<file path="src/logic/tac_pkg.sv">
// constants and types for the tracking converter up/down control
// Operation
// - both comparators high: hold count, assert ready
// - imbalance: count toward balance, direction from comparator
// - ready changes only on balance lost/regained
// - counter is eight bits, acquisition up to 256
// - counter moves at most one step per clock
// - negative-output mode: result presented bit-inverted
package tac_pkg;
    localparam int CODE_W = 8;
    localparam logic [7:0] CODE_MIN = 8'h00;
    localparam logic [7:0] CODE_MAX = 8'hFF;
    localparam logic [7:0] CODE_RST = 8'h80;
    localparam logic [7:0] CODE_ONE = 8'h01;
    localparam int SYNC_STAGES = 2;

    typedef struct packed {
        logic below;
        logic above;
    } tac_cmp_s;

    typedef struct packed {
        tac_cmp_s meta;
        tac_cmp_s sync;
    } tac_sync_state_s;

    typedef struct packed {
        logic [7:0] count;
        logic ready;
    } tac_core_state_s;
endpackage

</file>
<file path="src/logic/tac_sync.sv">
// two-flop synchroniser for the window comparator pair
`timescale 1ns/10ps
module tac_sync (
    input wire logic sys_clk,
    input wire logic rst,
    input wire tac_pkg::tac_cmp_s cmp_in,
    output tac_pkg::tac_cmp_s cmp_out
);
    tac_pkg::tac_sync_state_s st;
    tac_pkg::tac_sync_state_s next_st;

    always_comb begin
        next_st.meta = cmp_in;
        next_st.sync = st.meta;
    end

    // reset to "not balanced" so the counter does not park falsely
    always_ff @(posedge sys_clk) begin
        if (rst) begin
            st <= '0;
        end else begin
            st <= next_st;
        end
    end

    assign cmp_out = st.sync;

    a_sync_delay: assert property (@(posedge sys_clk) disable iff (rst)
        !$past(rst, 2) |-> cmp_out == $past(cmp_in, 2))
        else $error("comparator sync delay not two cycles");
endmodule

</file>
<file path="src/logic/tac_ctrl.sv">
// up/down counter control of a tracking analog-to-digital converter
`timescale 1ns/10ps
module tac_ctrl (
    input wire logic sys_clk,
    input wire logic rst,
    input wire logic cmp_below,
    input wire logic cmp_above,
    input wire logic neg_mode,
    output logic [7:0] dac_code,
    output logic [7:0] result,
    output logic data_ready
);
    tac_pkg::tac_cmp_s cmp_raw;
    tac_pkg::tac_cmp_s cmp;
    tac_pkg::tac_core_state_s st;
    tac_pkg::tac_core_state_s next_st;
    logic balanced;
    logic go_up;
    logic go_down;

    assign cmp_raw.below = cmp_below;
    assign cmp_raw.above = cmp_above;

    tac_sync u_sync (
        .sys_clk(sys_clk),
        .rst(rst),
        .cmp_in(cmp_raw),
        .cmp_out(cmp)
    );

    // each comparator goes low when the imbalance passes its threshold
    assign balanced = cmp.below & cmp.above;
    assign go_up = !cmp.below & cmp.above;
    assign go_down = cmp.below & !cmp.above;

    always_comb begin
        next_st = st;
        // ready is the balance flag, so it moves only on balance edges
        next_st.ready = balanced;
        // saturate: a stuck input at full scale must not wrap the code
        if (go_up && st.count != tac_pkg::CODE_MAX) begin
            next_st.count = st.count + tac_pkg::CODE_ONE;
        end else if (go_down && st.count != tac_pkg::CODE_MIN) begin
            next_st.count = st.count - tac_pkg::CODE_ONE;
        end
        // both low is a comparator fault: hold rather than guess
    end

    always_ff @(posedge sys_clk) begin
        if (rst) begin
            st.count <= tac_pkg::CODE_RST;
            st.ready <= 1'b0;
        end else begin
            st <= next_st;
        end
    end

    // the ladder takes the raw count; mode wiring sets its meaning
    assign dac_code = st.count;
    // limitation: cascading uses only bits above the upper lowest input
    assign result = neg_mode ? ~st.count : st.count;
    assign data_ready = st.ready;

    a_hold_balance: assert property (@(posedge sys_clk) disable iff (rst)
        balanced |=> $stable(dac_code) && data_ready)
        else $error("count moved while balanced");
    a_step_up: assert property (@(posedge sys_clk) disable iff (rst)
        go_up && dac_code != 8'hFF |=> dac_code == $past(dac_code) + 8'h01)
        else $error("count did not step up");
    a_step_down: assert property (@(posedge sys_clk) disable iff (rst)
        go_down && dac_code != 8'h00 |=> dac_code == $past(dac_code) - 8'h01)
        else $error("count did not step down");
    a_ready_edge: assert property (@(posedge sys_clk) disable iff (rst)
        $changed(data_ready) |-> data_ready == $past(balanced))
        else $error("ready changed without balance change");
    a_one_step: assert property (@(posedge sys_clk) disable iff (rst)
        !$past(rst) |-> (dac_code - $past(dac_code) == 8'h01) ||
        ($past(dac_code) - dac_code == 8'h01) || $stable(dac_code))
        else $error("count moved more than one step");
    a_sat_top: assert property (@(posedge sys_clk) disable iff (rst)
        dac_code == 8'hFF && !go_down |=> dac_code == 8'hFF)
        else $error("count wrapped at top");
    a_sat_bottom: assert property (@(posedge sys_clk) disable iff (rst)
        dac_code == 8'h00 && !go_up |=> dac_code == 8'h00)
        else $error("count wrapped at bottom");
    a_neg_result: assert property (@(posedge sys_clk) disable iff (rst)
        neg_mode |-> result == ~dac_code)
        else $error("negative result not inverted");
    a_sync_path: assert property (@(posedge sys_clk) disable iff (rst)
        (cmp_below && cmp_above) [*3] |=> data_ready)
        else $error("ready not set after synchronised balance");
    // both comparators low cannot be balance, so the code must not move
    a_fault_hold: assert property (@(posedge sys_clk) disable iff (rst)
        !cmp.below && !cmp.above |=> $stable(dac_code) && !data_ready)
        else $error("count moved on comparator fault");
    a_pos_result: assert property (@(posedge sys_clk) disable iff (rst)
        !neg_mode |-> result == dac_code)
        else $error("positive result not plain count");
    a_ready_level: assert property (@(posedge sys_clk) disable iff (rst)
        !$past(rst) |-> data_ready == $past(balanced))
        else $error("ready does not follow balance");

    c_acquire: cover property (@(posedge sys_clk) disable iff (rst)
        !data_ready ##1 data_ready);
    c_lose: cover property (@(posedge sys_clk) disable iff (rst)
        data_ready ##1 !data_ready);
    c_top: cover property (@(posedge sys_clk) disable iff (rst)
        dac_code == 8'hFF);
    c_bottom: cover property (@(posedge sys_clk) disable iff (rst)
        dac_code == 8'h00);
endmodule

</file>
<file path="config.mk">
export PLATFORM = sky130hd
export DESIGN_NAME = tac_ctrl
export DESIGN_NICKNAME = d
export VERILOG_FILES = /design/src/logic/tac_pkg.sv /design/src/logic/tac_sync.sv /design/src/logic/tac_ctrl.sv
export SDC_FILE = /design/constraint.sdc
export NUM_CORES = 1
export LEC_CHECK = 0
export BUFFER_PORTS_ARGS = -buffer_cell sky130_fd_sc_hd__buf_2
export CORE_MARGIN = 2
export CORE_UTILIZATION = 52
export DETAILED_ROUTE_END_ITERATION = 6
export MAX_ROUTING_LAYER = met4
export PLACE_DENSITY = 0.89
export SYNTH_ARGS = -nofsm -noshare
export SYNTH_HDL_FRONTEND = slang
export SYNTH_HIERARCHICAL = 1
export SYNTH_SLANG_ARGS = --single-unit
</file>
<file path="constraint.sdc">
create_clock -name sys_clk -period 3.4 [get_ports sys_clk]
set_input_delay 0.51 -clock sys_clk [delete_from_list [all_inputs] [get_ports sys_clk]]
set_output_delay 0.51 -clock sys_clk [all_outputs]
set_load 0.005 [all_outputs]
</file>
======== After elaboration in Yosys (flattened, before gate mapping) ========
Cells that the tools add are included.
storage, ports and cells
  bits in registers ....................... 13
  input bits .............................. 5
  output and inout bits ................... 17
  word-level logic and storage cells ...... 22
operators by class
  add/subtract/negate cells ............... 2
  eq/ne operators ......................... 1
  muxes and demuxes ....................... 3
  bitwise logic cells ..................... 4
  reductions and logical operators ........ 6
operator list
  kind                                              count
  two-way mux 8 bit                                 3
  adder 8 x 1 -> 8 bit, second input constant       1
  inequality test 8 bit, second input constant      1
  inverter 8 bit                                    1
  nonzero test 8 bit                                1
  subtractor 8 x 1 -> 8 bit, second input constant  1
  AND 1 bit                                         3
  logical AND 1 bit                                 2
  logical NOT 1 bit                                 2
  nonzero test 2 bit                                1

======== Logic depth before layout (Yosys ltp) ========
  depth after elaboration ................. 5
  depth in mapped cells ................... 9
  mapped depth without buffers ............ 8

======== Cells and area by module ========
The synthesis kept the hierarchy.
by module, submodules not included
  module    instances  cells each  area each (µm²)  sequential area each (µm²)
  tac_ctrl  1          95          822.0            180.2
  tac_sync  1          8           105.1            80.1

======== Least setup slack after synthesis ========
No wires, ideal clock.
  path type ............................... register to register
  start ................................... reg st (netlist bit dac_code[0])
  end ..................................... reg st (netlist bit dac_code[5])
  arrival time ............................ 2,492 ps
  data required time ...................... 3,334 ps
  path slack .............................. 842 ps
  stages on the path, launching flop included .. 9
  path buffers ............................ 0
  clock period less this slack ............ 2,558 ps
  cell sequence ........................... dfxtp_1 > nand4_1 > o21a_1 > clkinv_1 > ha_1 > o21ai_0 > or4b_1 > a32o_1 > a21oi_2
between the ends
  word-level cells in the longest chain between the ends .. 3
  elaborated cells on any way between the ends .. 9
  classes of those cells .................. add/sub: 2; eq/ne: 1; mux: 2; reduce/logical: 4
RTL lines
  element                                                         RTL line        RTL
  from (decl)                                                     tac_ctrl.sv:15  tac_pkg::tac_core_state_s st;
  from (signal assigned)                                          tac_ctrl.sv:54  st <= next_st;
  subtractor 8 x 1 -> 8 bit, or another cell as far along         tac_ctrl.sv:44  next_st.count = st.count - tac_pkg::CODE_ONE;
  two-way mux 8 bit, or another cell as far along                 tac_ctrl.sv:43  end else if (go_down && st.count != tac_pkg::CODE_MIN) begin
  two-way mux 8 bit / nonzero test 2 bit (equally long branches)  n/a
Several ways; a longest one is shown, not always the timed one. The select of a mux whose other input is x is not followed.
A chain may end at the register's enable or synchronous reset.

======== Final worst setup path ========
  start ................................... reg u_sync.st (netlist bit u_sync/cmp_out[0])
  end ..................................... reg st (netlist bit dac_code[5])
between the ends
  word-level cells in the longest chain between the ends .. 4
  elaborated cells on any way between the ends .. 7
  classes of those cells .................. mux: 1; bitwise: 2; reduce/logical: 4
RTL lines
  element                       RTL line        RTL
  from (decl)                   tac_sync.sv:9   tac_pkg::tac_sync_state_s st;
  from (signal assigned)        tac_sync.sv:22  st <= next_st;
  logical NOT 1 bit             tac_ctrl.sv:34  assign go_down = cmp.below & !cmp.above;
  AND 1 bit                     tac_ctrl.sv:34
  logical AND 1 bit             tac_ctrl.sv:43
  nonzero test 2 bit (no line)  n/a
Several ways; a longest one is shown, not always the timed one.

==> impl_table.tex <==
\begin{tabular}{lr}
\hline
Metric & Value \\
\hline
\multicolumn{2}{l}{\textbf{Placed design}} \\
\quad IO buf count & 21 \\
\quad Placer Congestion & 0.917 \\
\quad Half-perimeter wire length after placement & 1.69 mm \\
\quad Worst slack at placement & between 500 and 600 ps \\
\multicolumn{2}{l}{\textbf{CTS}} \\
\quad Clock slew seen by the registers of the worst setup and hold paths & $\sim$80 ps \\
\quad Clock network latency to the later pin of the worst-skew pair & roughly 280 ps \\
\quad H-tree levels & 1 \\
\quad Longest Clk Path Bufs & 2 \\
\quad Post-cts hold buffer count & 0 \\
\quad Post-CTS setup-driven buffer insertion count & 0 \\
\quad CTS resizes & 0 \\
\quad Number of clock buffers inserted by TritonCTS & 3 \\
\quad Clk sink count & 13 \\
\quad Clock root buffer master & sky130\_fd\_sc\_hd\_\_clkbuf\_4 \\
\quad CTS tree & done \\
\multicolumn{2}{l}{\textbf{Synthesis}} \\
\quad Number of enable-type register cells in the synthesized netlist & 0 \\
\quad Count of unique library cells instantiated by Yosys & 38 \\
\quad Synth async-reset ratio & 0\% \\
\quad Most used flip-flop cell after synthesis & sky130\_fd\_sc\_hd\_\_dfxtp\_1 \\
\quad Net count after synthesis & 115 \\
\quad Post-Syn Instances & 103 \\
\quad Post-synth design cell area & 927 um2 \\
\quad Top cells by area in the synthesized netlist & sky130\_fd\_sc\_hd\_\_dfxtp\_1 (28\%), sky130\_fd\_sc\_hd\_\_xor2\_1 (8.5\%), sky130\_fd\_sc\_hd\_\_ha\_1 (8.1\%) \\
\quad Cell type with the highest aggregate area in the netlist & sky130\_fd\_sc\_hd\_\_dfxtp\_1 \\
\quad Proportion of netlist area held by the largest area contributor & 28.1\% \\
\quad Number of warnings issued by yosys & 6 \\
\quad Seq/Total Area, Yosys & 28.1\% \\
\quad Post-synth top cells & sky130\_fd\_sc\_hd\_\_dfxtp\_1 (13), sky130\_fd\_sc\_hd\_\_xor2\_1 (9), sky130\_fd\_sc\_hd\_\_nor2b\_1 (8), sky130\_fd\_sc\_hd\_\_a21oi\_1 (7) \\
\quad Mean cell area of the mapped netlist & 9.00 um2 \\
\quad Total of flip-flops plus latches after synthesis & 13 \\
\quad Most frequent cell after synthesis & sky130\_fd\_sc\_hd\_\_dfxtp\_1 \\
\multicolumn{2}{l}{\textbf{Timing}} \\
\quad Worst Tran Pin Value & 472 ps \\
\quad Final Hold Slack & 439 ps \\
\quad Worst-case setup margin in the final layout & 380 ps \\
\quad RSZ-0062 raised after global routing & no \\
\quad TNS Setup & 0 ps \\
\quad Total setup violations reported at the end of the flow & 0 \\
\quad Crit path time final & 3020 ps \\
\quad Max Clock Freq & $\sim$0.33 GHz \\
\quad Period Utilization, post-route & 88.8\% \\
\quad Final clock skew & 3.84 ps \\
\quad Endpoints failing hold & 0 \\
\quad Number of pins exceeding their max-slew limit in the final report & 0 \\
\quad Max\_slew headroom & 68.3\% \\
\multicolumn{2}{l}{\textbf{Power}} \\
\quad Peak VDD IR & 0.345 mV \\
\quad Total power after layout & 462 uW \\
\quad Power per standard cell area & 424 mW/mm2 \\
\quad Leakage component of the power & 0.000490 uW \\
\multicolumn{2}{l}{\textbf{Worst setup path}} \\
\quad Startpoint of the worst register-to-register path & u\_sync/cmp\_out[0]\$\_SDFF\_PP0\_ \\
\quad Critical path fanouts, max & 16 \\
\quad Worst r2r dst & dac\_code[5]\$\_SDFFE\_PP0P\_ \\
\quad Data arrival time of the critical path & 3230 ps \\
\quad Kind of end point of the critical path & register \\
\quad Required time reported for the critical path endpoint & approximately 3600 ps \\
\quad Reg2reg setup slack & between 300 and 400 ps \\
\quad Element type at the critical path start & register \\
\quad Critical path class & register to register \\
\quad Worst reg2reg path depth & 8 \\
\multicolumn{2}{l}{\textbf{Run status}} \\
\quad Run status & completed \\
\multicolumn{2}{l}{\textbf{Finish}} \\
\quad Area added between synthesis and finish & 17.5\% \\
\quad Antenna fix cells & 0 \\
\quad Final layout net count & 140 \\
\quad Fraction of layout instances using a drive strength above 1 & between 20\% and 30\% \\
\multicolumn{2}{l}{\textbf{Min path}} \\
\quad Worst-case hold path end point & u\_sync/next\_st[0]\$\_SDFF\_PP0\_ \\
\quad Worst hold-check path type & input pin to register \\
\quad Number of cells on the worst hold path & 2 \\
\quad Worst Min Path Start & cmp\_above \\
\multicolumn{2}{l}{\textbf{Route}} \\
\quad Total wire length after detailed routing & 2.22 mm \\
\quad Post-detailed-route DRC marker count & 0 \\
\quad Number of iterations in the first detailed-routing pass & 5 \\
\quad ANT nets after route & 0 \\
\quad Routed wire per std cell & $\sim$15 um \\
\quad Via-to-Cell Ratio & 6.04 \\
\quad Detailed-route via count & 918 \\
\quad Number of DRC violations after detailed-routing iteration 0 & 32 \\
\multicolumn{2}{l}{\textbf{GRT}} \\
\quad Combined global-route utilization of all metal layers & 24.2\% \\
\quad Initial antenna violation count & 0 \\
\quad Overall overflow remaining after global route & 0 \\
\quad Vias in the first global route & 825 \\
\quad Largest net degree at the start of global routing & 17 \\
\quad First-pass GRT wire length & between 3 and 4 mm \\
\multicolumn{2}{l}{\textbf{Floorplan}} \\
\quad Die Span X & 46.2 um \\
\quad Overall die height & 46.2 um \\
\quad Core Rows & 15 \\
\quad Starting density of the core & around 54\% \\
\quad Floorplan Core Area & 0.00171 mm2 \\
\quad Die Area & approximately 0.0021 mm2 \\
\quad Number of placed I/O pins & 22 \\
\multicolumn{2}{l}{\textbf{Run}} \\
\quad Number of max-cap violations & 0 \\
\hline
\end{tabular}
## per-stage QoR
| stage | util (%) | std cells | cell area [um2] |
|---|---|---|---|
| 6_report | 63.8 | 152 | 1090 |
| 3_5_place_dp | 62.2 | 148 | 1060 |
| 4_1_cts | 63.8 | 152 | 1090 |
| 3_3_place_gp | 62.2 | 148 | 1060 |
| 2_1_floorplan | - | 103 | 927 |
| 5_1_grt | 63.8 | 152 | 1090 |
## cells by family (layout without fill, tap and decap cells)
logic type | count (synthesis) | in the layout | share of synthesized area, %
adders and majority gates | 7 | 7 | 10.3
and+or+nand+nor | 34 | 34 | 22.3
buffers and inverters | 6 | 30 | 2.97
AOI/OAI and AO/OA | 34 | 34 | 27.9
xor gates and xnor gates | 9 | 9 | 8.50
DFF | 13 | 13 | 28.1
## worst max-delay path: stages (launching register included)
cell and delay [ps]:
sky130_fd_sc_hd__dfxtp_1 360, sky130_fd_sc_hd__nor2b_1 230, sky130_fd_sc_hd__o21a_1 270, sky130_fd_sc_hd__clkinv_1 440
sky130_fd_sc_hd__ha_1 550, sky130_fd_sc_hd__o21ai_0 190, sky130_fd_sc_hd__or4b_1 520, sky130_fd_sc_hd__a32o_1 270
sky130_fd_sc_hd__a21oi_2 120
## cells in the final DEF, fill, tap and decap left out, types with 3 or more instances in the layout
cell type,Yosys,routed
sky130_fd_sc_hd__clkbuf_4,0,3
sky130_fd_sc_hd__buf_2,1,21
sky130_fd_sc_hd__ha_1,6,6
sky130_fd_sc_hd__nor3_1,6,6
sky130_fd_sc_hd__a211oi_1,3,3
sky130_fd_sc_hd__xor2_1,9,9
sky130_fd_sc_hd__nor2b_1,8,8
sky130_fd_sc_hd__a21oi_1,7,7
sky130_fd_sc_hd__nand3_1,6,6
sky130_fd_sc_hd__o21ai_0,5,5
sky130_fd_sc_hd__dfxtp_1,13,13
## flip-flops by register name, indices dropped and copies added (netlist names)
| register | count |
|---|---|
| dac_code | 8 |
| data_ready | 1 |
| u_sync/cmp_out | 2 |
| u_sync/next_st | 2 |
## how the worst max path moves through the flow
stage                                             from                        to  cells past startpoint
after floorplan               dac_code[0]$_SDFFE_PP0P_  dac_code[5]$_SDFFE_PP0P_                      8
after global placement        dac_code[0]$_SDFFE_PP0P_  dac_code[5]$_SDFFE_PP0P_                      8
after detailed placement  u_sync/cmp_out[0]$_SDFF_PP0_  dac_code[5]$_SDFFE_PP0P_                      8
after CTS                 u_sync/cmp_out[0]$_SDFF_PP0_  dac_code[5]$_SDFFE_PP0P_                      8
after global routing      u_sync/cmp_out[0]$_SDFF_PP0_  dac_code[6]$_SDFFE_PP0P_                      8
final                     u_sync/cmp_out[0]$_SDFF_PP0_  dac_code[5]$_SDFFE_PP0P_                      8
## routing by layer
layer  track usage, %  part of all wire (%)
met1             30.8                    41
met4             6.29                   1.8
met2             37.2                    49
met5                -                     0
met3             7.06                   8.0
## area by class of cell
cell class / count / area, um2
clock buffers: 3 / 22.5
clock inverters: 1 / 5.00
fillers: 141 / 618
inverters: 3 / 11.3
multi-input cells: 84 / 639
flip-flops and latches: 13 / 260
well taps: 25 / 31.3
repair buffers: 23 / 120
## where the power goes
part / switching [uW] / leakage, uW / total, uW / internal, uW
combinational: 99.4 / 0.000365 / 183 / 83.8
clock: 50.0 / 0.0000177 / 93.6 / 43.6
sequential: 20.0 / 0.000107 / 185 / 165
total: 169 / 0.000490 / 462 / 292
(Power assumes the default switching activity.)
